==> config.mk <==
export PLATFORM = sky130hd
export DESIGN_NAME = spos_top
export DESIGN_NICKNAME = d
export VERILOG_FILES = /design/src/hdl/spos_src_mux.v /design/src/hdl/spos_top.v
export VERILOG_INCLUDE_DIRS = /design/src /design/src/hdl
export SDC_FILE = /design/constraint.sdc
export NUM_CORES = 1
export LEC_CHECK = 0
export ABC_AREA = 0
export BUFFER_PORTS_ARGS = -buffer_cell sky130_fd_sc_hd__buf_2
export CORE_MARGIN = 8
export CORE_UTILIZATION = 41
export CTS_BUF_LIST = sky130_fd_sc_hd__clkbuf_4
export DETAILED_ROUTE_END_ITERATION = 16
export PLACE_DENSITY = 0.86
export SLEW_MARGIN = 20
export SYNTH_ARGS = -nofsm -noshare
export SYNTH_HDL_FRONTEND = slang
export SYNTH_SLANG_ARGS = --single-unit
export TNS_END_PERCENT = 10
==> constraint.sdc <==
create_clock -name i_clk -period 2.6 [get_ports i_clk]
set_input_delay 0.65 -clock i_clk [delete_from_list [all_inputs] [get_ports i_clk]]
set_output_delay 0.65 -clock i_clk [all_outputs]
set_load 0.02 [all_outputs]
==> src/hdl/spos_map.vh <==
// Purpose: Constants for the status pin output select block
// Assumes: Included by every design file of the block
// Notes:   Definitions only
`ifndef SPOS_MAP_VH
`define SPOS_MAP_VH

// Configuration register layout
`define SPOS_CFG_W          16
`define SPOS_CFG_RESET      16'h0200
`define SPOS_CFG_WR_MASK    16'h1f1f
`define SPOS_SEL_HI         4
`define SPOS_SEL_LO         0
`define SPOS_SEL_W          5
`define SPOS_POL_BIT        8
`define SPOS_PU_BIT         9
`define SPOS_PD_BIT         10
`define SPOS_HIZ_BIT        11
`define SPOS_OD_BIT         12

// Source select codes
`define SPOS_SEL_APLL       5'h00
`define SPOS_SEL_DPLL       5'h01
`define SPOS_SEL_REF_LOS    5'h02
`define SPOS_SEL_XTAL_LOS   5'h04
`define SPOS_SEL_REF_ACT    5'h05
`define SPOS_SEL_REF_INV    5'h07
`define SPOS_SEL_DEV_INT    5'h09
`define SPOS_SEL_READY      5'h0a
`define SPOS_SEL_LOW        5'h1d
`define SPOS_SEL_HIGH       5'h1e
`define SPOS_SEL_NOPOL      5'h1f
`define SPOS_SEL_RDBK_MAX   5'h04

// Polarity values
`define SPOS_POL_ACT_HIGH   1'h0
`define SPOS_POL_ACT_LOW    1'h1

`endif

==> src/hdl/spos_src_mux.v <==
// Purpose: Picks the status source named by the select code
// Assumes: All sources synchronous to the block clock
// Notes:   Reserved codes give a low level
`timescale 1ns/1ps
`include "spos_map.vh"

module spos_src_mux #(
  parameter INT_W = 8
) (
  // Select
  input  wire [`SPOS_SEL_W-1:0] i_sel,
  // Status sources
  input  wire                   i_apll_lock,
  input  wire                   i_dpll_lock,
  input  wire                   i_reference_signal_loss_monitor,
  input  wire                   i_crystal_signal_loss_monitor,
  input  wire                   i_reference_activity_monitor,
  input  wire                   i_ref_invalid,
  input  wire [INT_W-1:0]       i_int_status,
  input  wire [INT_W-1:0]       i_int_enable,
  input  wire                   i_startup_done,
  // Result
  output reg                    o_value
);

  wire dev_int;

  assign dev_int = |(i_int_status & i_int_enable);

  always @* begin
    case (i_sel)
      `SPOS_SEL_APLL:     o_value = i_apll_lock;
      `SPOS_SEL_DPLL:     o_value = i_dpll_lock;
      `SPOS_SEL_REF_LOS:  o_value = i_reference_signal_loss_monitor;
      `SPOS_SEL_XTAL_LOS: o_value = i_crystal_signal_loss_monitor;
      `SPOS_SEL_REF_ACT:  o_value = i_reference_activity_monitor;
      `SPOS_SEL_REF_INV:  o_value = i_ref_invalid;
      `SPOS_SEL_DEV_INT:  o_value = dev_int;
      `SPOS_SEL_READY:    o_value = i_startup_done;
      `SPOS_SEL_LOW:      o_value = 1'b0;
      `SPOS_SEL_HIGH:     o_value = 1'b1;
      default:            o_value = 1'b0;
    endcase
  end

endmodule // spos_src_mux

==> src/hdl/spos_top.v <==
// Purpose: Status pin output select, polarity and drive control
// Assumes: Register port is the internal side of the serial port
// Notes:   Pin drive lags sources and config by one clock; pull enables follow config directly
`timescale 1ns/1ps
`include "spos_map.vh"

module spos_top #(
  parameter INT_W = 8
) (
  // Clock and reset
  input  wire                   i_clk,
  input  wire                   i_rst_n,
  // Configuration register port
  input  wire                   i_cfg_wr_en,
  input  wire [`SPOS_CFG_W-1:0] i_cfg_wr_data,
  output wire [`SPOS_CFG_W-1:0] o_cfg_rd_data,
  output wire                   o_pin_readback,
  // Status sources
  input  wire                   i_apll_lock,
  input  wire                   i_dpll_lock,
  input  wire                   i_reference_signal_loss_monitor,
  input  wire                   i_crystal_signal_loss_monitor,
  input  wire                   i_reference_activity_monitor,
  input  wire                   i_ref_invalid,
  input  wire [INT_W-1:0]       i_int_status,
  input  wire [INT_W-1:0]       i_int_enable,
  input  wire                   i_startup_done,
  // Status pin
  output wire                   o_status_pin_out,
  output wire                   o_status_pin_oe,
  output wire                   o_status_pin_pullup_en,
  output wire                   o_status_pin_pulldown_en
);

  reg  [`SPOS_CFG_W-1:0] status_pin_config_reg;
  reg  [`SPOS_CFG_W-1:0] status_pin_config_next;
  reg                    pin_out_reg;
  reg                    pin_out_next;
  reg                    pin_oe_reg;
  reg                    pin_oe_next;
  reg                    readback_reg;
  reg                    readback_next;
  wire [`SPOS_SEL_W-1:0] sel;
  wire                   selected;
  wire                   pol;
  wire                   adjusted;

  // Config fields
  assign sel = status_pin_config_reg[`SPOS_SEL_HI:`SPOS_SEL_LO];
  assign pol = status_pin_config_reg[`SPOS_POL_BIT];

  spos_src_mux #(
    .INT_W (INT_W)
  ) u_src_mux (
    .i_sel                           (sel),
    .i_apll_lock                     (i_apll_lock),
    .i_dpll_lock                     (i_dpll_lock),
    .i_reference_signal_loss_monitor (i_reference_signal_loss_monitor),
    .i_crystal_signal_loss_monitor   (i_crystal_signal_loss_monitor),
    .i_reference_activity_monitor    (i_reference_activity_monitor),
    .i_ref_invalid                   (i_ref_invalid),
    .i_int_status                    (i_int_status),
    .i_int_enable                    (i_int_enable),
    .i_startup_done                  (i_startup_done),
    .o_value                         (selected)
  );

  // Polarity applies except on the no-polarity code
  function apply_pol;
    input [`SPOS_SEL_W-1:0] f_sel;
    input                   f_pol;
    input                   f_val;
    begin
      if (f_sel == `SPOS_SEL_NOPOL) begin
        apply_pol = f_val;
      end else if (f_pol == `SPOS_POL_ACT_LOW) begin
        apply_pol = ~f_val;
      end else begin
        apply_pol = f_val;
      end
    end
  endfunction

  assign adjusted = apply_pol(sel, pol, selected);

  // Reserved bits are never stored, so they read back as zero
  always @* begin
    status_pin_config_next = status_pin_config_reg;
    if (i_cfg_wr_en) begin
      status_pin_config_next = i_cfg_wr_data & `SPOS_CFG_WR_MASK;
    end
  end

  // Driver control; pull-down with open drain is left to software
  always @* begin
    pin_out_next = adjusted;
    pin_oe_next  = 1'b1;
    if (status_pin_config_reg[`SPOS_HIZ_BIT]) begin
      pin_out_next = 1'b0;
      pin_oe_next  = 1'b0;
    end else if (status_pin_config_reg[`SPOS_OD_BIT]) begin
      pin_out_next = 1'b0;
      pin_oe_next  = ~adjusted;
    end
  end

  // Readback follows the polarity-adjusted level for select codes up to 0x04, even when tristated, and is zero above that
  always @* begin
    readback_next = 1'b0;
    if (sel <= `SPOS_SEL_RDBK_MAX) begin
      readback_next = adjusted;
    end
  end

  always @(posedge i_clk) begin
    if (!i_rst_n) begin
      status_pin_config_reg <= `SPOS_CFG_RESET;
      pin_out_reg           <= 1'b0;
      pin_oe_reg            <= 1'b0;
      readback_reg          <= 1'b0;
    end else begin
      status_pin_config_reg <= status_pin_config_next;
      pin_out_reg           <= pin_out_next;
      pin_oe_reg            <= pin_oe_next;
      readback_reg          <= readback_next;
    end
  end

  assign o_cfg_rd_data            = status_pin_config_reg;
  assign o_pin_readback           = readback_reg;
  assign o_status_pin_out         = pin_out_reg;
  assign o_status_pin_oe          = pin_oe_reg;
  assign o_status_pin_pullup_en   = status_pin_config_reg[`SPOS_PU_BIT];
  assign o_status_pin_pulldown_en = status_pin_config_reg[`SPOS_PD_BIT];

endmodule // spos_top

==> parameters.txt <==
Parameter                              Value

Clock network
  TritonCTS clock tree ... done
  Num CTS Buffers ... 3
  Clock-pin slew on the worst setup and hold paths ... 0.08 ns
  TritonCTS sink count ... 13
  Quantity of hold-fixing buffers added after cts ... 0
  Number of levels the H-tree was split into ... 1
  Post-cts sizing count ... 0
  Buffers from clock root to sink, at most ... 2
  Number of setup buffers added after CTS ... 0
  Clk_lat worst skew ... 0.27 ns
  Master cell of the clock root buffer ... clkbuf_4

Route
  Number of remaining DRC errors ... 0
  Wirelength per Cell ... 14.0 µm
  Vias after detailed routing ... 720
  Via density per instance ... 5.03
  Number of DRC markers after the initial detailed-route iteration ... 13
  Final antenna-violating net count ... 0
  Total Routed Length ... 2010 µm
  First-pass detailed-route iteration total ... 4

STA
  Final count of pins violating max slew ... 0
  Final cycle utilization of the critical path ... 73.0%
  Count of final setup violators ... 0
  Final setup skew ... 0.00234 ns
  Aggregate negative setup slack ... 0 ns
  Post-layout min period ... 1.90 ns
  Hold slack final ... 0.476 ns
  Number of failing hold endpoints at the final stage ... 0
  Unrepaired setup endpoints after global routing ... false
  Highest clock rate ... 527 MHz

Pwr
  Leakage component of the power ... 0.502 nW
  Post-layout total power ... 0.000478 W
  Combinational share of power ... 24.8%
  Clock power share ... 27.6%
  Cell-internal power ... 0.000337 W
  Worst IR Drop VDD ... 0.198 mV
  Part of the power in registers ... 47.5%
  Net switching share of the total power ... 29.5%
  Pwr Density ... 507 mW/mm²
  Switching power ... 0.000141 W

Place
  Detailed Place HPWL ... 1700 µm
  Number of input and output port buffers inserted ... 50
  Area after DPL ... 912 µm²
  Placer congestion estimate ... 0.739
  Cell count after placement ... 139

Setup path
  Arrival time of the worst setup path ... 2.08 ns
  Capture instance of the worst register-to-register path ... o_status_pin_oe
  Required time reported for the critical path endpoint ... 2.79 ns
  WS Path Type ... reg2reg
  Crit Path Max Fanout ... 11
  Type of element launching the critical path ... flip-flop
  Number of cell instances on the worst register-to-register path ... 5
  Type of element capturing the critical path ... flip-flop
  R2r startpoint ... o_cfg_rd_data[1]
  Reg-to-reg setup timing slack ... 0.70 ns

Floorplan
  IO Count ... 63
  Die area ... 0.00337 mm²
  Die Y ... 58.1 µm
  Placeable Area ... 0.00169 mm²
  Die Wd ... 58.1 µm
  Number of standard-cell rows in the floorplan ... 15
  Initial standard-cell utilization of the core ... 43.0%

Cells and area
  Most common library cell in the layout ignoring fill and taps ... buf_2
  Number of nets in the layout ... 169
  Share of post-route cells with drive strength above 1 ... 46.0%
  Commonest cells after routing, fill and taps aside ... buf_2 (50), dfxtp_1 (13), nor2_1 (11), mux2i_1 (10), conb_1 (6)
  Area Overhead vs Synth ... 29.8%
  Final cell count without fillers ... 143
  Final Instance Area ... 942 µm²
  Antenna cell count ... 0

GRT
  Global-route wire length before repair ... 3240 µm
  Grt total ovfl ... 0
  Number of global-route vias before repair ... 781
  Antenna violations before repair ... 0
  Maximum number of pins on one net before global-route repair ... 12
  Total routing resource utilization after global routing ... 12.0%

Synthesis
  Per-instance average area after synthesis ... 9.19 µm²
  Post-Syn Area ... 726 µm²
  Yosys warnings ... 0
  Yosys top cell area share ... 35.9%
  Top cells by area in the synthesized netlist ... dfxtp_1 (36%), mux2i_1 (14%), buf_4 (8.3%)
  Flip-flop and latch count after synthesis ... 13
  Portion of the post-synthesis area used by sequential elements ... 35.9%
  Cell taking the most area after synthesis ... dfxtp_1
  Cells after synthesis ... 79
  Number of distinct library cell variants in the gate-level netlist after synthesis ... 31

Min path
  Hold worst-path end ... o_status_pin_oe
  Instance count along the most critical hold path ... 1
  Start point of the worst hold path ... o_cfg_rd_data[11]
  Worst Hold Class ... reg2reg

Run
  Number of maximum-capacitance constraint violations ... 0

Status
  Result of the run ... complete, no violations
worst max-delay path by stage:
stage,startpoint,to,slack (ns),depth (start not counted)
final,o_cfg_rd_data[1],o_status_pin_oe,0.70,5
after global routing,o_cfg_rd_data[1],o_status_pin_oe,0.56,5
after CTS,o_cfg_rd_data[1],o_status_pin_oe,0.72,5
after detailed placement,i_apll_lock,o_status_pin_oe,0.48,6
after global placement,i_apll_lock,o_status_pin_oe,0.56,6
after floorplan,i_apll_lock,o_status_pin_oe,0.73,5
routing by layer:
metal  global-route usage [%]  vias up  wire, µm
met3                     4.86        2       219
met1                     12.4      307       790
met5                        0        -         0
met2                     20.7       50       986
met4                     5.24        0        10
li1                         -      361         -
cells in the mapped netlist:
cell type and instances:
conb_1 1, o21a_1 1, nand2b_1 1, clkbuf_1 2
o2bb2ai_1 1, a21oi_1 1, buf_6 1, inv_1 1
nor2b_1 1, nand3_1 2, a2111oi_2 1, nor3b_1 1
and3_2 1, nor3_1 1, a22oi_1 4, o21ai_1 1
or3_1 1, and3b_2 1, buf_4 8, a311oi_1 2
nand4_1 1, nor2_1 11, mux2_1 1, nor4_1 1
dfxtp_1 13, and2b_2 1, nand3b_1 1, nand2_1 4
clkbuf_16 1, mux2i_1 10, o21ai_0 2
sequential cells by signal, summed over array words and instances (netlist names):
signal	cells
o_pin_readback	1
o_status_pin_oe	1
o_status_pin_out	1
o_cfg_rd_data	10
final cells by class:
type                    count  area, µm²
inverters                   1       3.75
well taps                  17       21.3
fillers                   165        747
multi-input cells          58        377
flip-flops and latches     13        260
repair buffers             50        250
clock buffers               4       30.0
critical path, cell delays in order, from the launching register on:
cell	delay, ns
dfxtp_1	0.56
mux2_1	0.37
nand2_1	0.07
a311oi_1	0.11
or3_1	0.43
a311oi_1	0.26
cell families (layout without fill, tap and decap cells):
| kind of cell | after synthesis | count (layout) | synth area share (%) |
|---|---|---|---|
| and+or+nand+nor | 28 | 28 | 19.8 |
| buffers and inverters | 13 | 55 | 14.8 |
| other | 1 | 6 | 0.517 |
| AOI/OAI and AO/OA | 13 | 13 | 13.6 |
| muxes | 11 | 11 | 15.3 |
| DFF | 13 | 13 | 35.9 |
power groups by stage:
stage	clock [W]	sequential, W	combinational [W]
2_1_floorplan	0	0.000244	0.0000711
3_3_place_gp	0	0.000230	0.000115
3_5_place_dp	0	0.000232	0.000119
4_1_cts	0.000135	0.000227	0.000120
5_1_grt	0.000142	0.000229	0.000130
6_report	0.000132	0.000227	0.000119
metrics by stage:
step / worst slack (ns) / util, %
6_report: 0.702 / 55.8
5_1_grt: 0.564 / 55.8
4_1_cts: 0.720 / 55.8
3_5_place_dp: 0.483 / 54.0
3_3_place_gp: 0.557 / 54.0
2_1_floorplan: 0.728 / -
Note: power is estimated with default switching activity, not from simulation.
